## src/rtl/arp_defines.vh

```
// Purpose: Named constants for the converter result output port.
// Assumes: Included by the port module only, by bare name.
// Notes:   Offsets are byte addresses on a 32-bit AHB-Lite bus.
`ifndef ARP_DEFINES_VH
`define ARP_DEFINES_VH

// Register byte offsets (low address byte)
`define ARP_OFS_CTRL      8'h00
`define ARP_OFS_RESULT    8'h04
`define ARP_OFS_STATUS    8'h08

// Control register layout and reset value
`define ARP_CTRL_FMT_LO   0
`define ARP_CTRL_FMT_HI   1
`define ARP_CTRL_INTCLK   2
`define ARP_CTRL_W        3
`define ARP_CTRL_RST      3'h4

// Output format codes
`define ARP_FMT_PAR       2'h0
`define ARP_FMT_GATED     2'h1
`define ARP_FMT_CONT      2'h2

// Status register layout
`define ARP_ST_BUSY       0
`define ARP_ST_XFER       1
`define ARP_ST_UBS        2
`define ARP_ST_SEL        3
`define ARP_ST_SCLK       4

// Result layout
`define ARP_RES_W         12
`define ARP_RES_MSB       11
`define ARP_RES_RST       12'h000
`define ARP_BITS_PER_XFER 4'hc
`define ARP_BCNT_W        4
`define ARP_BCNT_RST      4'h0

// Timing counts in converter clock ticks and in hclk cycles
`define ARP_CONV_TICKS    20
`define ARP_INT_DIV       4
`define ARP_CNT_W         16
`define ARP_CNT_RST       16'h0000

// Bus constants
`define ARP_HTRANS_NSEQ   1
`define ARP_HRESP_OKAY    1'h0
`define ARP_WORD_RST      32'h0000_0000

`endif

```

## src/rtl/arp_port.v

```verilog
// Purpose: Result output port of a sampling 12-bit converter: parallel,
//          byte and serial delivery to a host, plus AHB-Lite registers.
// Assumes: Software stands in for the conversion engine by writing the
//          result register; host strobes and the clock pin are async.
// Notes:   Pin enables are active low; open-drain pins drive out low only.
`timescale 1ns/1ns
`include "arp_defines.vh"

// Operation
// Data pins driven only while host holds read strobe and chip select low.
// Active-low status output shows busy converter, used as interrupt.
// Converter ticks from external clock pin or internal divider oscillator.
// Shared MSB pin outputs bit 11 in parallel, byte-select input in byte.
// Byte mode: low byte when byte select low, upper byte when high.
// Parallel mode: three serial pins carry result bits 10, 9 and 8.
// Serial mode: open-drain active-low frame strobe spans each transfer.
// Open-drain serial clock derived from the converter clock in use.
// Continuous format keeps the serial clock running between transfers.
// Gated format stops the serial clock once a transfer has finished.
// Serial data valid at serial clock falling edges while frame low.
// Format select chooses parallel, gated serial or continuous serial.
// Upper byte: four high lanes low, low lanes bits 11 to 8.
module arp_port #(
   parameter CONV_TICKS = `ARP_CONV_TICKS,
   parameter INT_DIV    = `ARP_INT_DIV
) (
   // Clock, reset and enable
   input  wire        hclk,
   input  wire        hresetn,
   input  wire        ce,
   // AHB-Lite slave
   input  wire        hsel,
   input  wire [31:0] haddr,
   input  wire [1:0]  htrans,
   input  wire        hwrite,
   input  wire [2:0]  hsize,
   input  wire [31:0] hwdata,
   input  wire        hready,
   output wire        hreadyout,
   output wire        hresp,
   output wire [31:0] hrdata,
   // Host strobes, asynchronous pins
   input  wire        chip_select_n,
   input  wire        output_read_n,
   // External converter clock pin
   input  wire        ext_clk,
   // Converter status
   output wire        conversion_status_n,
   // Shared bit 11 / byte select pin
   input  wire        msb_or_byte_select_pin_in,
   output wire        msb_or_byte_select_pin_out,
   output wire        msb_or_byte_select_pin_oe_n,
   // Byte lanes, three-state
   output wire [7:0]  lane_out,
   output wire        lane_oe_n,
   // Shared bit 10 / frame strobe pin
   output wire        bit10_or_frame_pin_out,
   output wire        bit10_or_frame_pin_oe_n,
   // Shared bit 9 / serial clock pin
   output wire        bit9_or_serial_clock_pin_out,
   output wire        bit9_or_serial_clock_pin_oe_n,
   // Shared bit 8 / serial data pin
   output wire        bit8_or_serial_out_pin_out,
   output wire        bit8_or_serial_out_pin_oe_n
);

   // Counter end points, cut to the counter width on purpose
   localparam integer          CONV_LAST_I = CONV_TICKS - 1;
   localparam integer          DIV_LAST_I  = INT_DIV - 1;
   localparam [`ARP_CNT_W-1:0] CONV_LAST = CONV_LAST_I[`ARP_CNT_W-1:0];
   localparam [`ARP_CNT_W-1:0] DIV_LAST  = DIV_LAST_I[`ARP_CNT_W-1:0];

   // Bus side state
   reg                   wr_pend_reg;
   reg  [7:0]            wr_addr_reg;
   reg  [31:0]           hrdata_reg;
   reg  [`ARP_CTRL_W-1:0] ctrl_reg;
   // Pin synchronisers: first stage feeds only the second
   reg  [3:0]            sync1_reg;
   reg  [3:0]            sync2_reg;
   reg                   ext_clk_d_reg;
   // Converter timing
   reg  [`ARP_CNT_W-1:0] div_reg;
   reg                   tick_reg;
   reg  [`ARP_CNT_W-1:0] conv_cnt_reg;
   reg                   busy_reg;
   reg  [`ARP_RES_W-1:0] pend_res_reg;
   reg  [`ARP_RES_W-1:0] result_reg;
   // Serial engine
   reg                   start_reg;
   reg                   xfer_reg;
   reg                   sclk_reg;
   reg                   frame_n_reg;
   reg                   txbit_reg;
   reg  [`ARP_BCNT_W-1:0] bcnt_reg;
   reg  [`ARP_RES_W-1:0] shift_reg;
   // Pin output registers
   reg  [7:0]            lane_reg;
   reg                   lane_oe_n_reg;
   reg  [3:0]            pin_out_reg;
   reg  [3:0]            pin_oe_n_reg;
   reg  [7:0]            lane_next;
   reg  [3:0]            pin_out_next;
   reg  [3:0]            pin_oe_n_next;
   reg  [31:0]           rd_next;

   wire                  accept;
   wire [1:0]            fmt;
   wire                  int_clk;
   wire                  cs_n_s;
   wire                  rd_n_s;
   wire                  ubs_s;
   wire                  ext_clk_s;
   wire                  selected;
   wire                  serial_mode;
   wire                  run_sclk;
   wire                  res_write;

   assign fmt         = ctrl_reg[`ARP_CTRL_FMT_HI:`ARP_CTRL_FMT_LO];
   assign int_clk     = ctrl_reg[`ARP_CTRL_INTCLK];
   assign cs_n_s      = sync2_reg[0];
   assign rd_n_s      = sync2_reg[1];
   assign ubs_s       = sync2_reg[2];
   assign ext_clk_s   = sync2_reg[3];
   // format decode
   assign serial_mode = (fmt != `ARP_FMT_PAR);
   // read window
   assign selected    = ~cs_n_s & ~rd_n_s;

   // Zero wait states; a low enable stalls the bus instead of losing beats
   assign hreadyout = ce;
   assign hresp     = `ARP_HRESP_OKAY;
   assign hrdata    = hrdata_reg;
   assign accept    = hsel & hready & htrans[`ARP_HTRANS_NSEQ];
   assign res_write = wr_pend_reg & (wr_addr_reg == `ARP_OFS_RESULT);

   // Read mux, evaluated in the address phase
   always @* begin
      rd_next = `ARP_WORD_RST;
      case (haddr[7:0])
         `ARP_OFS_CTRL: begin
            rd_next[`ARP_CTRL_W-1:0] = ctrl_reg;
         end
         `ARP_OFS_RESULT: begin
            rd_next[`ARP_RES_W-1:0] = result_reg;
         end
         `ARP_OFS_STATUS: begin
            rd_next[`ARP_ST_BUSY] = busy_reg;
            rd_next[`ARP_ST_XFER] = xfer_reg;
            rd_next[`ARP_ST_UBS]  = ubs_s;
            rd_next[`ARP_ST_SEL]  = selected;
            rd_next[`ARP_ST_SCLK] = sclk_reg;
         end
         default: begin
            rd_next = `ARP_WORD_RST;
         end
      endcase
   end

   // AHB-Lite address and data phases
   always @(posedge hclk or negedge hresetn) begin
      if (!hresetn) begin
         wr_pend_reg <= 1'b0;
         wr_addr_reg <= `ARP_OFS_CTRL;
         hrdata_reg  <= `ARP_WORD_RST;
         ctrl_reg    <= `ARP_CTRL_RST;
      end else if (ce) begin
         wr_pend_reg <= accept & hwrite;
         if (accept) begin
            wr_addr_reg <= haddr[7:0];
         end
         if (accept & ~hwrite) begin
            hrdata_reg <= rd_next;
         end
         // Format and clock source steer the whole port
         if (wr_pend_reg && wr_addr_reg == `ARP_OFS_CTRL) begin
            ctrl_reg <= hwdata[`ARP_CTRL_W-1:0];
         end
      end
   end

   // Two-flop synchronisers for host strobes, byte select and clock pin
   always @(posedge hclk or negedge hresetn) begin
      if (!hresetn) begin
         sync1_reg     <= 4'h3;
         sync2_reg     <= 4'h3;
         ext_clk_d_reg <= 1'b0;
      end else if (ce) begin
         sync1_reg     <= {ext_clk, msb_or_byte_select_pin_in,
                           output_read_n, chip_select_n};
         sync2_reg     <= sync1_reg;
         ext_clk_d_reg <= ext_clk_s;
      end
   end

   // converter tick source
   // External edges are seen only after the synchroniser, so the pin
   // clock must stay well below half of hclk.
   always @(posedge hclk or negedge hresetn) begin
      if (!hresetn) begin
         div_reg  <= `ARP_CNT_RST;
         tick_reg <= 1'b0;
      end else if (ce) begin
         if (div_reg == DIV_LAST) begin
            div_reg <= `ARP_CNT_RST;
         end else begin
            div_reg <= div_reg + 1'b1;
         end
         if (int_clk) begin
            tick_reg <= (div_reg == DIV_LAST);
         end else begin
            tick_reg <= ext_clk_s & ~ext_clk_d_reg;
         end
      end
   end

   // conversion timing; writes during busy are ignored
   always @(posedge hclk or negedge hresetn) begin
      if (!hresetn) begin
         busy_reg     <= 1'b0;
         conv_cnt_reg <= `ARP_CNT_RST;
         pend_res_reg <= `ARP_RES_RST;
         result_reg   <= `ARP_RES_RST;
         start_reg    <= 1'b0;
      end else if (ce) begin
         if (res_write && !busy_reg) begin
            busy_reg     <= 1'b1;
            conv_cnt_reg <= `ARP_CNT_RST;
            pend_res_reg <= hwdata[`ARP_RES_W-1:0];
         end else if (busy_reg && tick_reg) begin
            if (conv_cnt_reg == CONV_LAST) begin
               busy_reg   <= 1'b0;
               result_reg <= pend_res_reg;
            end else begin
               conv_cnt_reg <= conv_cnt_reg + 1'b1;
            end
         end
         // Serial request wins over its own clear when both coincide
         if (busy_reg && tick_reg && conv_cnt_reg == CONV_LAST &&
             serial_mode) begin
            start_reg <= 1'b1;
         end else if (tick_reg && !sclk_reg && !xfer_reg) begin
            start_reg <= 1'b0;
         end
      end
   end

   // clock runs always when continuous, else only around a transfer
   assign run_sclk = (fmt == `ARP_FMT_CONT) | xfer_reg | start_reg;

   // serial engine: shift on rising, host samples on falling
   always @(posedge hclk or negedge hresetn) begin
      if (!hresetn) begin
         xfer_reg    <= 1'b0;
         sclk_reg    <= 1'b1;
         frame_n_reg <= 1'b1;
         txbit_reg   <= 1'b1;
         bcnt_reg    <= `ARP_BCNT_RST;
         shift_reg   <= `ARP_RES_RST;
      end else if (ce && tick_reg) begin
         if (sclk_reg) begin
            // Falling step: one more bit has been presented
            if (run_sclk) begin
               sclk_reg <= 1'b0;
            end
            if (xfer_reg) begin
               bcnt_reg <= bcnt_reg + 1'b1;
            end
         end else begin
            sclk_reg <= 1'b1;
            if (xfer_reg) begin
               // frame ends after the last falling edge
               if (bcnt_reg == `ARP_BITS_PER_XFER) begin
                  xfer_reg    <= 1'b0;
                  frame_n_reg <= 1'b1;
                  txbit_reg   <= 1'b1;
               end else begin
                  txbit_reg <= shift_reg[`ARP_RES_MSB-1];
                  shift_reg <= {shift_reg[`ARP_RES_MSB-1:0], 1'b0};
               end
            end else if (start_reg) begin
               // frame opens with the MSB on the line
               xfer_reg    <= 1'b1;
               frame_n_reg <= 1'b0;
               bcnt_reg    <= `ARP_BCNT_RST;
               txbit_reg   <= result_reg[`ARP_RES_MSB];
               shift_reg   <= result_reg;
            end
         end
         // Leaving serial format mid-frame abandons the frame
         if (!serial_mode) begin
            xfer_reg    <= 1'b0;
            frame_n_reg <= 1'b1;
         end
      end
   end

   // Pin values; index 3 is the MSB pin, 2..0 the bit10..bit8 pins
   always @* begin
      lane_next     = result_reg[7:0];
      pin_out_next  = 4'h0;
      pin_oe_n_next = 4'hf;
      if (!serial_mode) begin
         // parallel: all twelve bits together, three-state
         pin_out_next  = result_reg[`ARP_RES_MSB:8];
         pin_oe_n_next = {4{~selected}};
      end else begin
         // byte lanes steered by the byte select input
         if (ubs_s) begin
            lane_next = {4'h0, result_reg[`ARP_RES_MSB:8]};
         end
         // open drain: enable low only to pull the line low
         pin_oe_n_next[2] = frame_n_reg;
         pin_oe_n_next[1] = sclk_reg;
         pin_oe_n_next[0] = txbit_reg | frame_n_reg;
      end
   end

   // registered pin drivers
   always @(posedge hclk or negedge hresetn) begin
      if (!hresetn) begin
         lane_reg      <= 8'h00;
         lane_oe_n_reg <= 1'b1;
         pin_out_reg   <= 4'h0;
         pin_oe_n_reg  <= 4'hf;
      end else if (ce) begin
         lane_reg      <= lane_next;
         lane_oe_n_reg <= ~selected;
         pin_out_reg   <= pin_out_next;
         pin_oe_n_reg  <= pin_oe_n_next;
      end
   end

   // active-low busy indication
   assign conversion_status_n = ~busy_reg;

   assign lane_out                      = lane_reg;
   assign lane_oe_n                     = lane_oe_n_reg;
   // shared pin released in byte formats so the host can drive it
   assign msb_or_byte_select_pin_out    = pin_out_reg[3];
   assign msb_or_byte_select_pin_oe_n   = pin_oe_n_reg[3];
   assign bit10_or_frame_pin_out        = pin_out_reg[2];
   assign bit10_or_frame_pin_oe_n       = pin_oe_n_reg[2];
   assign bit9_or_serial_clock_pin_out  = pin_out_reg[1];
   assign bit9_or_serial_clock_pin_oe_n = pin_oe_n_reg[1];
   assign bit8_or_serial_out_pin_out    = pin_out_reg[0];
   assign bit8_or_serial_out_pin_oe_n   = pin_oe_n_reg[0];

endmodule

```

## config.mk

```make
export PLATFORM = sky130hd
export DESIGN_NAME = arp_port
export DESIGN_NICKNAME = d
export VERILOG_FILES = /design/src/rtl/arp_port.v
export VERILOG_INCLUDE_DIRS = /design/src /design/src/rtl
export SDC_FILE = /design/constraint.sdc
export NUM_CORES = 1
export LEC_CHECK = 0
export BUFFER_PORTS_ARGS = -buffer_cell sky130_fd_sc_hd__clkbuf_2
export CAP_MARGIN = 20
export CORE_MARGIN = 2
export CORE_UTILIZATION = 58
export DETAILED_ROUTE_END_ITERATION = 6
export PLACE_DENSITY = 0.85
export SKIP_CTS_REPAIR_TIMING = 1
export SLEW_MARGIN = 20
export SYNTH_ARGS = -nofsm -noshare
export SYNTH_HDL_FRONTEND = slang
export SYNTH_SLANG_ARGS = --single-unit
```

## constraint.sdc

```tcl
create_clock -name hclk -period 3.7 [get_ports hclk]
set_input_delay 0.555 -clock hclk [delete_from_list [all_inputs] [get_ports hclk]]
set_output_delay 0.555 -clock hclk [all_outputs]
set_load 0.01 [all_outputs]
```

==> results of run 1 <==
-- worst max path at each step --
stage                              start                           to  cells after the start
floorplan                             ce      ctrl_reg[0]$_DFFE_PN0P_                      5
global placement                      ce  pend_res_reg[8]$_DFFE_PN0P_                      4
detailed placement                    ce  pend_res_reg[7]$_DFFE_PN0P_                      4
CTS                 busy_reg$_DFFE_PN0P_  pend_res_reg[6]$_DFFE_PN0P_                      3
global route        busy_reg$_DFFE_PN0P_  pend_res_reg[6]$_DFFE_PN0P_                      3
finish              busy_reg$_DFFE_PN0P_  pend_res_reg[6]$_DFFE_PN0P_                      3
-- power by group --
group          total [mW]  internal [mW]  switching [mW]
clock                1.67           1.10           0.571
combinational       0.488          0.209           0.279
sequential           1.81           1.61           0.201
total                3.97           2.92            1.05
-- routing by layer --
metal  GRT usage [%]  share of wire [%]  wire length, um
met1            30.4                 40             5250
met2            42.3                 51             6570
met3            6.92                5.7              745
met4            12.4                3.1              408
met5               0                  0                0
-- worst max-delay path, stage by stage, from the launching register on --
cell	delay [ns]
dfrtp_1	0.46
nor4b_1	0.47
nand4_1	0.84
mux2_2	0.59
-- synth_stat cells (all sizes together), types with 2 or more instances --
cell type	count
dfrtp	115
nor2	47
mux2	46
buf	31
nand2	31
inv	27
a21oi	26
mux2i	19
nand3	19
o21ai	18
xnor2	18
clkbuf	15
nand4	15
nor4	15
dfstp	13
a22o	8
nor3	8
nor4b	6
xor2	6
a22oi	5
or3	5
a31oi	4
and4	4
ha	4
nand2b	4
o211ai	3
or4	3
or4b	3
a21o	2
o22ai	2
-- cells in the final DEF, fill, tap and decap left out, drive strengths merged, types with 5 or more instances in the layout --
cell type  count
nor3           8
clkbuf        87
nand2         31
a22o           8
dfstp         13
nor4b          6
buf            7
mux2i         19
a22oi          5
nand3         19
o21ai         18
a21oi         26
nor4          15
nand4         15
xnor2         18
dfrtp        115
nor2          47
xor2           6
conb          21
inv           27
mux2          46
or3            5
-- through the flow --
step	power (mW)	hold WS (ns)	util (%)	area, sq um	cells
after detailed placement	2.29	0.469	63.4	6230	704
after global placement	2.24	0.460	63.4	6230	704
after CTS	3.97	-0.0178	69.5	6820	736
after floorplan	2.13	0.259	-	5980	550
final	3.97	-0.0190	69.5	6820	736
after global routing	4.13	0.00264	69.5	6820	736
-- cells by family (layout without fill, tap and decap cells) --
kind of cell	count (synthesis)	count (layout)
mux	65	65
compound gates	71	71
simple gates	164	164
buf+inv	73	126
xor+xnor	24	24
flops	128	128
other cells	1	21
fa+ha+maj	4	4
-- cell type report --
type / count / area, sq um
clock buffer: 27 / 492
clock inverter: 5 / 103
fill: 708 / 3000
inverter: 27 / 101
multi-input combinational: 349 / 2390
sequential: 128 / 3220
tap: 133 / 166
timing repair buffer: 67 / 353
==> summary.md, run 1 <==
| Metric | Value |
|---|---|
| R2R Path End | pend_res_reg[6]$_DFFE_PN0P_ |
| Final WS setup | 1.21 ns |
| Synthesis-stage register bit count | roughly 130 |
| Clock Latency Late Sink | 0.53 ns |
| Die area | 11000 sq um |
| CTS tree | done |
| Vias post-DR | 4304 |
| Crit end category | flop |
| Drt first pass iters | 5 |
| Clock buffer depth | 2 |
| Area leader, netlist | dfrtp_1 |
| Max frequency | 0.401 GHz |
| Fraction of registers with async set or reset after synthesis | 100% |
| Sequential area share after synthesis | a little over half |
| FF-to-FF Start | busy_reg$_DFFE_PN0P_ |
| Clock-pin slew on the worst setup and hold paths | 0.06 ns |
| Hold slack final | -0.0190 ns |
| Worst-Margin Slew | 0.964 ns |
| Simple-gate share of the synthesized area | 15.4% |
| HPWL after DPL | 8420 um |
| RSZ-0062 raised after global routing | false |
| Hold WC Path Type | input port to async pin |
| Reg2Reg Depth | 3 |
| Final wirelength | 13000 um |
| IO Port Bufs | 61 |
| Top cells by area, synth | dfrtp_1 49%, mux2_2 8.2%, dfstp_2 5.8% |
| H-tree level count | 4 |
| Post-synth top flop | dfrtp_1 |
| WP data required | 4.11 ns |
| Max-cap viol count | 0 |
| Vias in the first global route | 4362 |
| Failing checks | hold timing |
| Register-to-Register Setup Slack | 1.21 ns |
| Total grt overflow | 0 |
| Syn Inst Count | between 500 and 600 |
| Synth-to-layout area growth | 15.5% |
| # DRC | 0 |
| Critical path class | flop to flop |
| Critical path peak fanout | 17 |
| First-iteration detailed-routing DRC count | 364 |
| Die W | approximately 100 um |
| Hold Vio Cnt, Final | 31 |
| Final period util | approximately 67% |
| Final Max Tran Viols | 0 |
| Total track usage | 25.4% |
| Leak pwr | around 3.2 nW |
| Area of the core | 9820 sq um |
| Initial antenna violation count | 0 |
| Diodes inserted | 0 |
| Via/cell ratio | 5.85 |
| Rel. slew slack | a little over a third |
| CTS Sinks | 128 |
| Fin nets | just under 700 |
| CP startpoint kind | flop |
| VDD IR max | 0.299 mV |
| Post-synth cell types | 50 |
| Status | finished with violations |
| Critical Path AT | 2.90 ns |
| Final setup viols | 0 |
| Clk root buf | clkbuf_8 |
| Post-Syn Area | 5910 sq um |
| Post-route ant nets | 0 |
| Setup_tns | 0 ns |
| Pwr Density | 582 nW/um^2 |
| GPL Wtd Cong | 0.944 |
| Crit path time final | 2.49 ns |
| Area share of the largest cell type after synthesis | 48.7% |
| Main combinational cell family by area after synthesis | simple AND/OR/NAND/NOR gates |
| Synthesized-area fraction occupied by adder cells | less than 1% |
| Cts bufs inserted | 17 |
| Clock skew | 0.00691 ns |
| Post-DR wirelength/cell | 17.6 um |
| # IOs | approximately 130 |
| DIE HEIGHT | 105 um |
| Pin count of the biggest net entering global routing | 58 |
| # rows | 36 |
| Ys Warns | 0 |
| Post-synthesis compound-gate area fraction | 7.25% |
| First-pass GRT wire length | 21700 um |
| Initial Util | 60.1% |
| Placement Setup Slack | 1.13 ns |
| Mux contribution to synthesized area | 12.0% |
| Count of flip-flops with a built-in enable after synthesis | 0 |
| Layout cells sized above 1 | 26.9% |
| Post-Synth XOR/XNOR Area | 3.56% |
| Avg Inst Size Synth | 11.1 sq um |
Power figures use the tool's default switching activity.
==> inputs of run 2 (changes only) <==
--- a/config.mk
+++ b/config.mk
@@ -6,12 +6,13 @@
 export SDC_FILE = /design/constraint.sdc
 export NUM_CORES = 1
 export LEC_CHECK = 0
+export ABC_AREA = 1
 export BUFFER_PORTS_ARGS = -buffer_cell sky130_fd_sc_hd__clkbuf_2
 export CAP_MARGIN = 20
 export CORE_MARGIN = 2
-export CORE_UTILIZATION = 58
+export CORE_UTILIZATION = 55
 export DETAILED_ROUTE_END_ITERATION = 6
-export PLACE_DENSITY = 0.85
+export PLACE_DENSITY = 0.8
 export SKIP_CTS_REPAIR_TIMING = 1
 export SLEW_MARGIN = 20
 export SYNTH_ARGS = -nofsm -noshare
==> constraint.sdc (replaced) <==
create_clock -name hclk -period 2.4 [get_ports hclk]
set_input_delay 0.36 -clock hclk [delete_from_list [all_inputs] [get_ports hclk]]
set_output_delay 0.36 -clock hclk [all_outputs]
set_load 0.01 [all_outputs]
==> summary.md, run 2 <==
| Metric | Value |
|---|---|
| Status | complete, no violations |
| Most common cell after layout, fill and taps aside | nand2_1 |
| Cells along the critical path | ha_1 > nand3_1 > nor2_4 > nand3_2 > nand2_1 > o21ai_0 |
| Worst-Margin Slew | 0.609 ns |
| Layout cells sized above 1 | between 15 and 20% |
| Multi-input logic area | 2600 sq um |
| Commonest non-fill, non-tap cells in the layout | 227 x nand2_1, 115 x dfrtp_1, 95 x inv_1 |
| Post-DR wirelength/cell | 13.5 um |
| VDD IR max | 0.756 mV |
| Vias in the first global route | 5118 |
| Total track usage | 23.4% |
| CP startpoint kind | flop |
| Die W | 112 um |
| Routed wire length on met3 | 681 um |
| Fin nets | 944 |
| Vias post-DR | 5286 |
| First-pass GRT wire length | 23800 um |
| Post-Syn Area | 6440 sq um |
| First-iteration detailed-routing DRC count | between 400 and 500 |
| Max-cap viol count | 0 |
| Final cell count without fillers | 1017 |
| M1 WL | 6060 um |
| DIE HEIGHT | ~110 um |
| Post-route ant nets | 0 |
| Max stage delay on crit path | 0.43 ns |
| Synth cell count leaders | 227 x nand2_1, 115 x dfrtp_1, 95 x inv_1 |
| H-tree level count | 4 |
| Area leader, netlist | dfrtp_1 |
| Initial antenna violation count | 0 |
| WP buf/inv | 0 |
| WL met2 | 6660 um |
| Synth-to-layout area growth | 15.0% |
| CP delay by family, top | simple AND/OR/NAND/NOR gates |
| RSZ-0062 raised after global routing | false |
| Final WS setup | 0.532 ns |
| Leak pwr | ~3.8 nW |
| Synthesis-stage register bit count | between 100 and 150 |
| Clock Latency Late Sink | slightly above 0.4 ns |
| Hold WC Path Type | input port to flop |
| IO Port Bufs | 61 |
| Dpl cells | 984 |
| Diodes inserted | 0 |
| Final Max Tran Viols | 0 |
| WP data required | between 2 and 3 ns |
| Reg area | 3220 sq um |
| # rows | 39 |
| Final period util | 77.9% |
| Syn Inst Count | 795 |
| Area share of the largest cell type after synthesis | between 40% and 50% |
| # DRC | 0 |
| Clock buffer depth | 2 |
| Sequential area share after synthesis | 50.0% |
| GPL Wtd Cong | 0.858 |
| Ys Warns | 0 |
| Post-synth cell types | 44 |
| Fraction of registers with async set or reset after synthesis | between 90% and 100% |
| Hold Vio Cnt, Final | 0 |
| Clk root buf | clkbuf_16 |
| Critical Path AT | 2.14 ns |
| Avg Inst Size Synth | 8.10 sq um |
| Critical path peak fanout | 26 |
| CTS tree | done |
| Count of flip-flops with a built-in enable after synthesis | 0 |
| Final setup viols | 0 |
| Placement Setup Slack | 0.536 ns |
| Die area | 12600 sq um |
| Via/cell ratio | slightly above 5 |
| CTS Sinks | 128 |
| Top cells by area, synth | dfrtp_1 45%, nand2_1 13%, inv_1 5.5% |
| Rel. slew slack | 59.3% |
| # IOs | approximately 130 |
| Clock skew | between 0.005 and 0.006 ns |
| Pwr Density | 837 nW/um^2 |
| Initial Util | 56.4% |
| Most frequent cell after synthesis | nand2_1 |
| Crit end category | flop |
| Pin count of the biggest net entering global routing | 50 |
| Slowest stage cell, crit path | dfrtp_1 |
| Final wirelength | 13700 um |
| Post-synth top flop | dfrtp_1 |
| Clock-pin slew on the worst setup and hold paths | roughly 0.060 ns |
| Total grt overflow | 0 |
| Top Layer Used | met4 |
| Overall Power | 6.20 mW |
| HPWL after DPL | approximately 9500 um |
| Drt first pass iters | 7 |
| Max frequency | 0.535 GHz |
| Setup_tns | 0 ns |
| Critical path class | flop to flop |
| Cts bufs inserted | 17 |
| Area of the core | 11400 sq um |
| Crit path time final | 1.87 ns |
| Fillers | slightly above 900 |
[run 2: path summary, 6_finish.rpt]
check                                            start                    endpoint  slack, ns  depth (start not counted)
max in group asynchronous                      hresetn     ctrl_reg[2]$_DFFE_PN1P_       1.26                          3
min in group asynchronous                      hresetn      div_reg[7]$_DFFE_PN0P_       0.46                          2
setup reg to reg           conv_cnt_reg[0]$_DFFE_PN0P_  result_reg[10]$_DFFE_PN0P_       0.53                          6
setup / recovery           conv_cnt_reg[0]$_DFFE_PN0P_  result_reg[10]$_DFFE_PN0P_       0.53                          6
hold reg to reg               sync2_reg[0]$_DFFE_PN1P_    sync2_reg[0]$_DFFE_PN1P_       0.46                          2
hold / removal                           output_read_n    sync1_reg[1]$_DFFE_PN1P_       0.13                          3
[run 2: worst register-to-register path, cell delays in order, from the launching register on]
cell and delay (ns):
dfrtp_1 0.43, ha_1 0.30, nand3_1 0.16, nor2_4 0.16
nand3_2 0.37, nand2_1 0.21, o21ai_0 0.11
[run 2: layer usage]
layer  global-route usage [%]  vias to the layer above
li1                         -                     2619
met1                     30.5                     2486
met2                     38.5                      154
met3                     5.13                       27
met4                     9.02                        0
met5                        0                        -
[run 2: where the power goes]
part | switching, mW | internal (mW) | leakage (nW) | total (mW)
registers | 0.205 | 2.51 | 1.61 | 2.71
logic | 0.550 | 0.293 | 1.86 | 0.843
clock network | 0.995 | 1.65 | 0.292 | 2.65
total | 1.75 | 4.45 | 3.76 | 6.20
[run 2: cell families (layout without fill, tap and decap cells)]
logic type	count (synthesis)	in the layout	synth area share, %
other	1	21	0.0582
DFF	128	128	50.0
adders and majority gates	4	4	0.777
xor gates and xnor gates	14	14	1.90
and+or+nand+nor	403	403	28.0
AOI/OAI and AO/OA	100	100	8.55
buffers and inverters	145	204	10.8
[run 2: stage by stage]
stage               instance area, sq um  hold slack (ns)  util [%]
floorplan                           6520           0.0644         -
global placement                    6790            0.358      59.5
detailed placement                  6790            0.362      59.5
CTS                                 7400          -0.0784      64.8
global route                        7410            0.149      64.9
finish                              7410            0.132      64.9
[run 2: area by class of cell]
type                    count  share of cell area [%]
clock buffers              18                    5.79
clock inverters            14                    2.43
inverters                 100                    5.13
multi-input cells         542                    35.1
flip-flops and latches    128                    43.4
well taps                 143                    2.41
repair buffers             72                    5.64
